File: src/core/sfm_defs.svh
/*
 * Constants of the serial error flag monitor: register offsets, field
 * positions, reset values and word sizes.
 * Assumes a 32-bit Avalon-MM slave with byte addresses.
 */
`ifndef SFM_DEFS_SVH
`define SFM_DEFS_SVH

`define SFM_ADDR_W 8
`define SFM_OFF_CTRL 8'h00
`define SFM_OFF_FLAGS 8'h04
`define SFM_OFF_INT_EN 8'h08
`define SFM_OFF_INT_CLR 8'h0C
`define SFM_OFF_TX 8'h10
`define SFM_OFF_RX 8'h14

`define SFM_CTRL_RUN 0
`define SFM_CTRL_MASTER 1
`define SFM_CTRL_PAR_EN 2
`define SFM_CTRL_PAR_ODD 3
`define SFM_CTRL_DLY_LO 8
`define SFM_CTRL_DLY_HI 15

`define SFM_FLG_PAR 2
`define SFM_FLG_SYNC 3
`define SFM_FLG_BIT 4
`define SFM_FLG_RSVD 5
`define SFM_FLG_OVR 6
`define SFM_FLG_RXFULL 8
`define SFM_FLG_W1C_MASK 32'h0000005C

`define SFM_DLY_RESET 8'h04
`define SFM_WORD_BITS 4'h8
`define SFM_PAR_BITS 4'h9
`define SFM_SYNC_W 4

`endif

File: src/core/sfm_pkg.sv
/*
 * Types shared by the serial error flag monitor modules.
 * Assumes the constants header is included by each design file that uses its macros.
 */
package sfm_pkg;

	typedef enum logic [2:0]
	{
		SFM_IDLE = 3'b001,
		SFM_SHIFT = 3'b010,
		SFM_RELEASE = 3'b100
	} sfm_state_e;

	typedef logic [31:0] sfm_word_t;
	typedef logic [7:0] sfm_byte_t;

endpackage : sfm_pkg

File: src/core/sfm_error_monitor.sv
/*
 * Serial word engine with bit mismatch, sync loss and parity monitors,
 * sticky error flags, interrupt and an Avalon-MM register slave.
 * Assumes serial clock and data pins come from outside the core clock
 * domain and are several core cycles per half serial period.
 */
`include "sfm_defs.svh"
`timescale 1ns/1ps
`default_nettype none

module sfm_error_monitor (
	input wire logic core_clk_i,
	input wire logic reset_i,
	input wire logic [`SFM_ADDR_W-1:0] avs_address_i,
	input wire logic avs_read_i,
	input wire logic avs_write_i,
	input wire sfm_pkg::sfm_word_t avs_writedata_i,
	input wire logic [3:0] avs_byteenable_i,
	output sfm_pkg::sfm_word_t avs_readdata_o,
	output logic avs_waitrequest_o,
	input wire logic serial_clk_i,
	input wire logic master_out_line_i,
	output logic master_out_line_o,
	output logic master_out_line_oe_o,
	input wire logic slave_out_line_i,
	output logic slave_out_line_o,
	output logic slave_out_line_oe_o,
	input wire logic slave_ready_line_n_i,
	output logic irq_o
);
	import sfm_pkg::*;

	typedef struct packed
	{
		sfm_state_e state;
		logic run;
		logic master;
		logic par_en;
		logic par_odd;
		sfm_byte_t delay;
		logic flg_bit;
		logic flg_sync;
		logic flg_par;
		logic flg_ovr;
		sfm_word_t int_en;
		logic [8:0] tx_shift;
		logic [8:0] rx_shift;
		logic [3:0] bit_cnt;
		sfm_byte_t dly_cnt;
		logic sclk_prev;
		logic waitreq;
		sfm_word_t rdata;
		logic irq;
		logic mo_out;
		logic mo_oe;
		logic so_out;
		logic so_oe;
	} sfm_top_s;

	sfm_top_s s_r;
	sfm_top_s s_nxt;

	logic [`SFM_SYNC_W-1:0] pins_sync;
	logic sclk_s;
	logic mo_s;
	logic so_s;
	logic ready_n_s;
	logic store_push;
	logic store_pop;
	sfm_byte_t store_push_data;
	sfm_byte_t store_data;
	logic store_full;
	logic store_both_full;

	////////////////////////////////////////////////////////////////////////
	// Helpers

	function automatic logic addr_hit(
		input logic [`SFM_ADDR_W-1:0] addr,
		input logic [`SFM_ADDR_W-1:0] offset
	);
		addr_hit = (addr == offset);
	endfunction : addr_hit

	function automatic sfm_word_t be_merge(
		input sfm_word_t old_val,
		input sfm_word_t new_val,
		input logic [3:0] be
	);
		sfm_word_t res;
		res = old_val;
		for (int i = 0; i < 4; i++)
			if (be[i])
				res[i*8 +: 8] = new_val[i*8 +: 8];
		be_merge = res;
	endfunction : be_merge

	function automatic sfm_word_t flags_word(input sfm_top_s st,
		input logic rx_full);
		sfm_word_t w;
		w = '0;
		w[`SFM_FLG_PAR] = st.flg_par;
		w[`SFM_FLG_SYNC] = st.flg_sync;
		w[`SFM_FLG_BIT] = st.flg_bit;
		w[`SFM_FLG_RSVD] = 1'b0;
		w[`SFM_FLG_OVR] = st.flg_ovr;
		w[`SFM_FLG_RXFULL] = rx_full;
		flags_word = w;
	endfunction : flags_word

	////////////////////////////////////////////////////////////////////////
	// Pin synchronisers and receive store

	sfm_sync #(
		.W(`SFM_SYNC_W)
	) u_sync (
		.core_clk_i(core_clk_i),
		.reset_i(reset_i),
		.pins_i({serial_clk_i, master_out_line_i, slave_out_line_i,
			slave_ready_line_n_i}),
		.pins_o(pins_sync)
	);

	assign {sclk_s, mo_s, so_s, ready_n_s} = pins_sync;

	sfm_rx_store u_rx_store (
		.core_clk_i(core_clk_i),
		.reset_i(reset_i),
		.push_i(store_push),
		.push_data_i(store_push_data),
		.pop_i(store_pop),
		.data_o(store_data),
		.data_full_o(store_full),
		.both_full_o(store_both_full)
	);

	////////////////////////////////////////////////////////////////////////
	// Next state

	always_comb
	begin
		logic sclk_rise;
		logic sclk_fall;
		logic req;
		logic accept;
		logic own_pin;
		logic far_pin;
		logic [3:0] nbits;
		logic [3:0] cnt_inc;
		logic [8:0] rx_new;
		sfm_byte_t rx_data;
		logic rx_pbit;
		logic ev_bit;
		logic ev_sync;
		logic ev_par;
		logic ev_ovr;
		sfm_word_t clr;
		sfm_word_t ctrl_old;
		sfm_word_t ctrl_new;
		logic par_calc;

		s_nxt = s_r;
		sclk_rise = sclk_s & ~s_r.sclk_prev;
		sclk_fall = ~sclk_s & s_r.sclk_prev;
		s_nxt.sclk_prev = sclk_s;
		req = avs_read_i | avs_write_i;
		accept = req & ~s_r.waitreq;
		own_pin = s_r.master ? mo_s : so_s;
		far_pin = s_r.master ? so_s : mo_s;
		nbits = s_r.par_en ? `SFM_PAR_BITS : `SFM_WORD_BITS;
		cnt_inc = s_r.bit_cnt + 4'h1;
		rx_new = {s_r.rx_shift[7:0], far_pin};
		rx_data = s_r.par_en ? rx_new[8:1] : rx_new[7:0];
		rx_pbit = rx_new[0];
		ev_bit = 1'b0;
		ev_sync = 1'b0;
		ev_par = 1'b0;
		ev_ovr = 1'b0;
		clr = '0;
		ctrl_old = '0;
		ctrl_new = '0;
		par_calc = 1'b0;
		store_push = 1'b0;
		store_pop = 1'b0;
		store_push_data = rx_data;

		// Bus slave: one wait cycle, then the request is taken
		s_nxt.waitreq = 1'b1;
		if (req && s_r.waitreq)
		begin
			s_nxt.waitreq = 1'b0;
			unique case (avs_address_i)
				`SFM_OFF_CTRL:
				begin
					s_nxt.rdata = '0;
					s_nxt.rdata[`SFM_CTRL_RUN] = s_r.run;
					s_nxt.rdata[`SFM_CTRL_MASTER] = s_r.master;
					s_nxt.rdata[`SFM_CTRL_PAR_EN] = s_r.par_en;
					s_nxt.rdata[`SFM_CTRL_PAR_ODD] = s_r.par_odd;
					s_nxt.rdata[`SFM_CTRL_DLY_HI:`SFM_CTRL_DLY_LO] =
						s_r.delay;
				end
				`SFM_OFF_FLAGS: s_nxt.rdata = flags_word(s_r, store_full);
				`SFM_OFF_INT_EN: s_nxt.rdata = s_r.int_en;
				`SFM_OFF_TX: s_nxt.rdata = {31'h0, s_r.state != SFM_IDLE};
				`SFM_OFF_RX: s_nxt.rdata = {24'h0, store_data};
				default: s_nxt.rdata = '0;
			endcase
		end

		if (accept && avs_write_i)
		begin
			if (addr_hit(avs_address_i, `SFM_OFF_CTRL))
			begin
				ctrl_old[`SFM_CTRL_RUN] = s_r.run;
				ctrl_old[`SFM_CTRL_MASTER] = s_r.master;
				ctrl_old[`SFM_CTRL_PAR_EN] = s_r.par_en;
				ctrl_old[`SFM_CTRL_PAR_ODD] = s_r.par_odd;
				ctrl_old[`SFM_CTRL_DLY_HI:`SFM_CTRL_DLY_LO] = s_r.delay;
				ctrl_new = be_merge(ctrl_old, avs_writedata_i,
					avs_byteenable_i);
				s_nxt.run = ctrl_new[`SFM_CTRL_RUN];
				s_nxt.master = ctrl_new[`SFM_CTRL_MASTER];
				s_nxt.par_en = ctrl_new[`SFM_CTRL_PAR_EN];
				s_nxt.par_odd = ctrl_new[`SFM_CTRL_PAR_ODD];
				s_nxt.delay = ctrl_new[`SFM_CTRL_DLY_HI:`SFM_CTRL_DLY_LO];
				if (!ctrl_new[`SFM_CTRL_RUN])
				begin
					// Parity flag also drops with the run bit
					clr[`SFM_FLG_BIT] = 1'b1;
					clr[`SFM_FLG_SYNC] = 1'b1;
					clr[`SFM_FLG_PAR] = 1'b1;
				end
			end
			if (addr_hit(avs_address_i, `SFM_OFF_FLAGS) ||
				addr_hit(avs_address_i, `SFM_OFF_INT_CLR))
				clr = clr | (be_merge('0, avs_writedata_i, avs_byteenable_i)
					& `SFM_FLG_W1C_MASK);
			if (addr_hit(avs_address_i, `SFM_OFF_INT_EN))
				s_nxt.int_en = be_merge(s_r.int_en, avs_writedata_i,
					avs_byteenable_i) & `SFM_FLG_W1C_MASK;
		end
		store_pop = accept && avs_read_i &&
			addr_hit(avs_address_i, `SFM_OFF_RX);

		// Serial engine
		unique case (s_r.state)
			SFM_IDLE:
			begin
				// Load ignored while stopped or mid-word
				if (accept && avs_write_i && s_r.run &&
					addr_hit(avs_address_i, `SFM_OFF_TX))
				begin
					par_calc = (^avs_writedata_i[7:0]) ^ s_r.par_odd;
					s_nxt.tx_shift = {avs_writedata_i[7:0],
						s_r.par_en & par_calc};
					s_nxt.bit_cnt = '0;
					s_nxt.rx_shift = '0;
					s_nxt.state = SFM_SHIFT;
				end
			end
			SFM_SHIFT:
			begin
				if (sclk_rise)
				begin
					// Receive point, half a period after the transmit edge
					if (own_pin != s_r.tx_shift[8])
						ev_bit = 1'b1;
					s_nxt.rx_shift = rx_new;
					s_nxt.bit_cnt = cnt_inc;
					if (cnt_inc == nbits)
					begin
						store_push = 1'b1;
						ev_ovr = store_both_full;
						if (s_r.par_en &&
							(((^rx_data) ^ s_r.par_odd) != rx_pbit))
							ev_par = 1'b1;
						s_nxt.dly_cnt = s_r.delay;
						s_nxt.state = s_r.master ? SFM_RELEASE
							: SFM_IDLE;
					end
				end
				else if (sclk_fall)
					s_nxt.tx_shift = {s_r.tx_shift[7:0], 1'b0};
			end
			SFM_RELEASE:
			begin
				// Judged after completion, so may trail the receive flag
				if (s_r.dly_cnt != '0)
					s_nxt.dly_cnt = s_r.dly_cnt - 8'h01;
				else
				begin
					ev_sync = s_r.master & ~ready_n_s;
					s_nxt.state = SFM_IDLE;
				end
			end
		endcase

		// Bit error while both buffers hold data also sets the overrun flag
		if (ev_bit && store_both_full)
			ev_ovr = 1'b1;

		if (!s_nxt.run)
			s_nxt.state = SFM_IDLE;

		// Set wins over a clear in the same cycle
		s_nxt.flg_bit = (s_r.flg_bit & ~clr[`SFM_FLG_BIT]) | ev_bit;
		s_nxt.flg_sync = (s_r.flg_sync & ~clr[`SFM_FLG_SYNC]) |
			ev_sync;
		s_nxt.flg_par = (s_r.flg_par & ~clr[`SFM_FLG_PAR]) | ev_par;
		s_nxt.flg_ovr = (s_r.flg_ovr & ~clr[`SFM_FLG_OVR]) | ev_ovr;

		s_nxt.irq = |(flags_word(s_nxt, 1'b0) & s_nxt.int_en);

		// Master keeps its line driven while running; slave only mid-word
		s_nxt.mo_oe = s_nxt.run & s_nxt.master;
		s_nxt.so_oe = s_nxt.run & ~s_nxt.master & (s_nxt.state != SFM_IDLE);
		s_nxt.mo_out = s_nxt.tx_shift[8] & (s_nxt.state != SFM_IDLE);
		s_nxt.so_out = s_nxt.mo_out;
	end

	////////////////////////////////////////////////////////////////////////
	// State register

	always_ff @(posedge core_clk_i or posedge reset_i)
	begin
		if (reset_i)
		begin
			s_r <= '0;
			s_r.state <= SFM_IDLE;
			s_r.delay <= `SFM_DLY_RESET;
			s_r.waitreq <= 1'b1;
		end
		else
			s_r <= s_nxt;
	end

	assign avs_readdata_o = s_r.rdata;
	assign avs_waitrequest_o = s_r.waitreq;
	assign master_out_line_o = s_r.mo_out;
	assign master_out_line_oe_o = s_r.mo_oe;
	assign slave_out_line_o = s_r.so_out;
	assign slave_out_line_oe_o = s_r.so_oe;
	assign irq_o = s_r.irq;

endmodule : sfm_error_monitor
`default_nettype wire

File: src/core/sfm_sync.sv
/*
 * Two-stage synchroniser for pins from outside the core clock domain.
 * Assumes each pin is a plain level; the first stage feeds only the second.
 */
`timescale 1ns/1ps
`default_nettype none

module sfm_sync #(
	parameter int W = 4
) (
	input wire logic core_clk_i,
	input wire logic reset_i,
	input wire logic [W-1:0] pins_i,
	output logic [W-1:0] pins_o
);
	import sfm_pkg::*;

	typedef struct packed
	{
		logic [W-1:0] meta;
		logic [W-1:0] stable;
	} sfm_sync_s;

	sfm_sync_s s_r;
	sfm_sync_s s_nxt;

	always_comb
	begin
		s_nxt.meta = pins_i;
		s_nxt.stable = s_r.meta;
	end

	always_ff @(posedge core_clk_i or posedge reset_i)
	begin
		if (reset_i)
			s_r <= '0;
		else
			s_r <= s_nxt;
	end

	assign pins_o = s_r.stable;

endmodule : sfm_sync
`default_nettype wire

File: src/core/sfm_rx_store.sv
/*
 * Two-word receive store: a visible data word and a hold word behind it.
 * Assumes push and pop are single-cycle pulses from the core clock domain.
 */
`include "sfm_defs.svh"
`timescale 1ns/1ps
`default_nettype none

module sfm_rx_store (
	input wire logic core_clk_i,
	input wire logic reset_i,
	input wire logic push_i,
	input wire sfm_pkg::sfm_byte_t push_data_i,
	input wire logic pop_i,
	output sfm_pkg::sfm_byte_t data_o,
	output logic data_full_o,
	output logic both_full_o
);
	import sfm_pkg::*;

	typedef struct packed
	{
		sfm_byte_t data;
		sfm_byte_t hold;
		logic data_full;
		logic hold_full;
	} sfm_store_s;

	sfm_store_s s_r;
	sfm_store_s s_nxt;

	always_comb
	begin
		s_nxt = s_r;
		if (pop_i)
		begin
			if (s_r.hold_full)
			begin
				s_nxt.data = s_r.hold;
				s_nxt.hold_full = 1'b0;
			end
			else
				s_nxt.data_full = 1'b0;
		end
		if (push_i)
		begin
			// Full store: newest word overwrites the hold word
			if (!s_nxt.data_full)
			begin
				s_nxt.data = push_data_i;
				s_nxt.data_full = 1'b1;
			end
			else
			begin
				s_nxt.hold = push_data_i;
				s_nxt.hold_full = 1'b1;
			end
		end
	end

	always_ff @(posedge core_clk_i or posedge reset_i)
	begin
		if (reset_i)
			s_r <= '0;
		else
			s_r <= s_nxt;
	end

	assign data_o = s_r.data;
	assign data_full_o = s_r.data_full;
	assign both_full_o = s_r.data_full & s_r.hold_full;

endmodule : sfm_rx_store
`default_nettype wire

File: config.mk
export PLATFORM = sky130hd
export DESIGN_NAME = sfm_error_monitor
export DESIGN_NICKNAME = d
export VERILOG_FILES = /design/src/core/sfm_pkg.sv /design/src/core/sfm_error_monitor.sv /design/src/core/sfm_sync.sv /design/src/core/sfm_rx_store.sv
export VERILOG_INCLUDE_DIRS = /design/src /design/src/core
export SDC_FILE = /design/constraint.sdc
export NUM_CORES = 1
export LEC_CHECK = 0
export ABC_AREA = 1
export BUFFER_PORTS_ARGS = -buffer_cell sky130_fd_sc_hd__buf_2
export CAP_MARGIN = 30
export CORE_MARGIN = 1
export CORE_UTILIZATION = 56
export CTS_CLUSTER_DIAMETER = 30
export DETAILED_ROUTE_END_ITERATION = 8
export PLACE_DENSITY = 0.87
export SLEW_MARGIN = 20
export SYNTH_ARGS = -nofsm -noshare
export SYNTH_HDL_FRONTEND = slang
export SYNTH_SLANG_ARGS = --single-unit
File: constraint.sdc
create_clock -name core_clk_i -period 3.31 [get_ports core_clk_i]
set_input_delay 0.331 -clock core_clk_i [delete_from_list [all_inputs] [get_ports core_clk_i]]
set_output_delay 0.331 -clock core_clk_i [all_outputs]
set_load 0.05 [all_outputs]
-- Word level (Yosys, flattened, before mapping)
Cells that the tools add are included.
- input port bits: 52
- register bits after elaboration: 144
- muxes and demuxes: 62
- bitwise logic cells: 32
- reductions and logical operators: 22
- add/subtract/negate cells: 2
- equal/unequal tests: 20
- operator list (kind ; number):
    case mux 32 bit (5 select lines) ; 1
    two-way mux 32 bit ; 2
    two-way mux 8 bit ; 8
    case mux 22 bit (2 select lines) ; 1
    two-way mux 7 bit ; 6
    two-way mux 33 bit ; 1
    bitwise AND 7 x 32 -> 32 bit ; 1
    OR reduction 32 bit ; 1
    two-way mux 3 bit ; 9
    two-way mux 12 bit ; 2
    two-way mux 22 bit ; 1
    two-way mux 1 bit ; 21
    two-way mux 21 bit ; 1
    two-way mux 18 bit ; 1
    two-way mux 9 bit ; 2
    equality test 8 x 4 -> 1 bit (second input constant) ; 2
    equality test 8 x 5 -> 1 bit (second input constant) ; 2
    case mux 8 bit (2 select lines) ; 1
    parity 8 bit ; 2
    bitwise AND 1 bit ; 14
    two-way mux 4 bit ; 3
    != test 2 bit (second input constant) ; 6
    NOT 1 bit ; 9
    case mux 3 bit (3 select lines) ; 1
    other kinds (22) ; 40

-- Depth between registers and ports, before layout
- depth after elaboration: 15
- depth in mapped cells: 16
- depth with buffers taken out: 16

-- Modules after synthesis
Synthesis repeated with hierarchy kept, for this count alone.
- cells, all modules: 664
- area, all modules: 5416.4 µm²
- by module, submodules not included (module ; area an instance (µm²) ; instances ; sequential area each (µm²) ; cells each):
    sfm_error_monitor ; 4285.4 ; 1 ; 1855.5 ; 540
    sfm_rx_store ; 927.1 ; 1 ; 450.4 ; 115
    sfm_sync ; 203.9 ; 1 ; 200.2 ; 9

-- Worst setup path before layout
OpenSTA, ideal clock, no wires.
- path type: reg-to-reg
- start point: reg s_r (netlist bit avs_waitrequest_o)
- end point: reg s_r (netlist bit avs_readdata_o[2])
- slack: 1.468 ns
- arrival time: 1.706 ns
- stages on the path, launching flop included: 7
- data required time: 3.175 ns
- clock period less this slack: 1.842 ns
- setup time: 0.135 ns
- cells stage by stage: dfstp_2 > inv_1 > a21oi_1 > inv_1 > clkbuf_1 > nand2_1 > o21ai_0
- longest elaborated chain between the ends: 1
- RTL lines (what ; RTL line ; source):
    from (decl) ; sfm_error_monitor.sv:60 ; sfm_top_s s_r;
    from (signal assigned) ; sfm_error_monitor.sv:335 ; s_r <= s_nxt;
    logical AND 1 bit ; sfm_error_monitor.sv:189 ; if (req && s_r.waitreq)
Every way passes these cells.
A chain may end at the register's enable or synchronous reset.

-- Worst setup path in the final report
- start point: reg s_r[117] (netlist bit)
- end point: reg s_r[54] (netlist bit)
- longest elaborated chain between the ends: 3
- elaborated cells on any way between the ends: 7
- classes of those cells: eq/ne (4); mux (1); reduce/logical (2)
- RTL lines (what):
    equality test 3 x 2 -> 1 bit / equality test 3 x 1 -> 1 bit (equally long branches)
    != test 2 bit (no source line) / nonzero test 2 bit (equally long branches)
    AND reduction 3 bit (no source line)
Parallel ways exist; a longest one is shown, timed or not.

==> flow_metrics.env <==
export IMPL_ys_seq_area_share_pct=47.9
export IMPL_p_sw_share_pct=29.8
export IMPL_netlist_instances=644
export IMPL_post_cts_resized=0
export IMPL_powerDensity_nw_per_um2=462
export IMPL_grt_overflow_total=0
export IMPL_rows=34
export IMPL_rr_worst_depth=8
export IMPL_syn_to_final_growth_pct=7.24
export IMPL_grt_usage_pct=25.6
export IMPL_slew_headroom_pct=48.5
export IMPL_layout_nets=737
export IMPL_io_buffers=55
export IMPL_synthArstFlopShare_pct=100
export IMPL_drc=0
export IMPL_min_from="serial_clk_i"
export IMPL_fin_total_pwr_w=0.00260
export IMPL_period_share_pct=76.1
export IMPL_dr_pass1_iters=7
export IMPL_layout_drive_gt1_share_pct=15.3
export IMPL_timing_rr_start="s_r[117]"
export IMPL_core_um2=8890
export IMPL_reg2reg_setup_slack_ps=790
export IMPL_min_to="u_sync.s_nxt[3]"
export IMPL_combinationalPowerShare_pct=16.6
export IMPL_place_ws_ps=882
export IMPL_rsz0062_at_grt="false"
export IMPL_power_frac_clock_pct=32.9
export IMPL_initial_core_util_pct=58.9
export IMPL_clock_sinks=100
export IMPL_n_antenna_cell=0
export IMPL_synth_seq_cells=100
export IMPL_cts_path_max_buffers=2
export IMPL_hold_viol_final=0
export IMPL_final_common_cell="nand2_1"
export IMPL_power_leakage_nw=2.98
export IMPL_io_pin_count=90
export IMPL_final_cell_mix="nand2_1 (176), dfrtp_1 (97), inv_1 (83), buf_2 (55), o21ai_0 (48)"
export IMPL_drt_first_iter_violations=267
export IMPL_synth_top_area_share_pct=46.4
export IMPL_cts_tree="yes"
export IMPL_pwr_share_seq_pct=50.5
export IMPL_synth_ff_type="dfrtp_1"
export IMPL_hpwl_um=8650
export IMPL_root_buffer="clkbuf_8"
export IMPL_synth_edf_count=0
export IMPL_drv_cap=0
export IMPL_fin_tns_setup_ps=0
export IMPL_startpoint_type="flop"
export IMPL_setup_viol=0
export IMPL_die_y_um=98.7
export IMPL_syn_area_um2=5240
export IMPL_clk_pin_slew_ps=90
export IMPL_ir_worst_vdd_mv=0.371
export IMPL_holdBufCountCts=0
export IMPL_hold_depth=1
export IMPL_regArea_um2=2510
export IMPL_clock_latency_ps=370
export IMPL_worstPathRequired_ps=3620
export IMPL_yosys_top_cells_area="dfrtp_1 (46%), nand2_1 (13%), inv_1 (6.0%)"
export IMPL_wl_um=11600
export IMPL_fillers=731
export IMPL_yosys_warnings=0
export IMPL_multi_input_area_um2=2120
export IMPL_fmax_mhz=397
export IMPL_cp_end_kind="flop"
export IMPL_via_count=4367
export IMPL_skew_ps=10.8
export IMPL_grt_pass1_vias=4184
export IMPL_globalplace_congestion=0.945
export IMPL_cts_setup_buffers=0
export IMPL_htree_num_levels=3
export IMPL_die_w_um=98.7
export IMPL_grt_pass1_wl_um=19500
export IMPL_die_area_um2=9740
export IMPL_path_max_fanout=14
export IMPL_hp_class="in2reg"
export IMPL_drv_slew=0
export IMPL_power_internal_w=0.00182
export IMPL_p_switching_w=0.000773
export IMPL_synth_area_leader_cell="dfrtp_1"
export IMPL_crit_reg2reg_capture="s_r[54]"
export IMPL_cts_buffers=9
export IMPL_path_class="reg2reg"
export IMPL_via_per_inst=5.49
export IMPL_grt_max_degree=65
export IMPL_worst_slew_pin_slew_ps=773
export IMPL_synth_distinct_cells=42
export IMPL_fin_crit_ps=2520
export IMPL_ant_nets=0
export IMPL_status="completed"
export IMPL_syn_avg_cell_area_um2=8.13
export IMPL_fin_ws_ps=790
export IMPL_antenna_found_initial=0
export IMPL_wl_per_cell_um=14.6
export IMPL_cp_arrival_ps=2830
## power by group through the flow
stage / registers (W) / logic, W / clock network [W]
final: 0.00131 / 0.000432 / 0.000853
after floorplan: 0.00136 / 0.000325 / 0
after CTS: 0.00131 / 0.000432 / 0.000861
after global routing: 0.00132 / 0.000481 / 0.000919
after detailed placement: 0.00133 / 0.000429 / 0
after global placement: 0.00133 / 0.000418 / 0
## through the flow
step                util [%]  area [um^2]  cells  hold slack (ps)
floorplan                  -         5290    659              331
global placement        60.7         5400    779              333
detailed placement      60.7         5400    779              341
CTS                     63.1         5610    795             54.7
global route            63.1         5610    795             39.4
finish                  63.1         5610    795             63.0
## cell usage after synthesis, drive strengths merged, types with 2 or more instances
library cell,n
a22o,2
o22ai,3
o31ai,3
dfstp,3
a31oi,5
ha,3
a22oi,3
clkbuf,5
inv,89
xnor2,6
nand2,177
nor3,14
mux2,5
a21oi,20
dfrtp,97
nor2,43
o221ai,4
xor2,8
nand4,7
nand3,33
buf,41
o211ai,6
o21ai,62
## cell families (layout without fill, tap and decap cells)
| kind of cell | after synthesis | count (layout) | synth area share [%] |
|---|---|---|---|
| buf+inv | 135 | 163 | 12.6 |
| other cells | 1 | 16 | 0.0716 |
| xor+xnor | 14 | 14 | 2.34 |
| fa+ha+maj | 3 | 3 | 0.717 |
| compound gates | 111 | 111 | 12.9 |
| mux | 5 | 5 | 1.08 |
| simple gates | 275 | 275 | 22.4 |
| flops | 100 | 100 | 47.9 |
## state kept, by name (all words and copies together) (netlist names)
name                    flops
u_rx_store.data_o           8
avs_waitrequest_o           1
u_sync.pins_o               4
u_rx_store.data_full_o      1
slave_out_line_oe_o         1
master_out_line_oe_o        1
u_sync.s_nxt                4
irq_o                       1
s_r                        53
u_rx_store.s_r              9
slave_out_line_o            1
avs_readdata_o             16
## final cells by class
class / count / share of cell area (%)
flip-flops and latches: 100 / 44.6
multi-input cells: 424 / 37.8
inverters: 89 / 6.00
repair buffers: 58 / 5.30
well taps: 108 / 2.41
clock buffers: 10 / 2.27
clock inverters: 6 / 1.56
## worst max path at each step
| stage | from | depth (start not counted) | slack, ps | end |
|---|---|---|---|---|
| detailed placement | avs_address_i[5] | 10 | 880 | s_r[54] |
| floorplan | reset_i | 1 | 370 | avs_readdata_o[0] |
| global placement | avs_address_i[5] | 9 | 960 | s_r[57] |
| CTS | s_r[117] | 8 | 860 | s_r[54] |
| global route | s_r[117] | 8 | 520 | s_r[54] |
| finish | s_r[117] | 8 | 790 | s_r[54] |
## worst max-delay path, stage by stage (launching register included)
cell and delay [ps]:
dfstp_2 570, inv_1 70, nor3_1 250, nand4_1 600, nand2_1 370, inv_1 230, nor3_1 230, a21oi_1 80
inv_1 60
## per-layer routing
metal | wire, um | vias to the layer above | part of all wire [%] | track usage, %
li1 | - | 2091 | - | -
met1 | 5010 | 2072 | 43 | 32.9
met2 | 5420 | 174 | 47 | 41.0
met3 | 819 | 30 | 7.1 | 7.87
met4 | 318 | 0 | 2.7 | 9.53
met5 | 0 | - | 0 | 0
No activity file was read; power rests on OpenSTA's default activity.
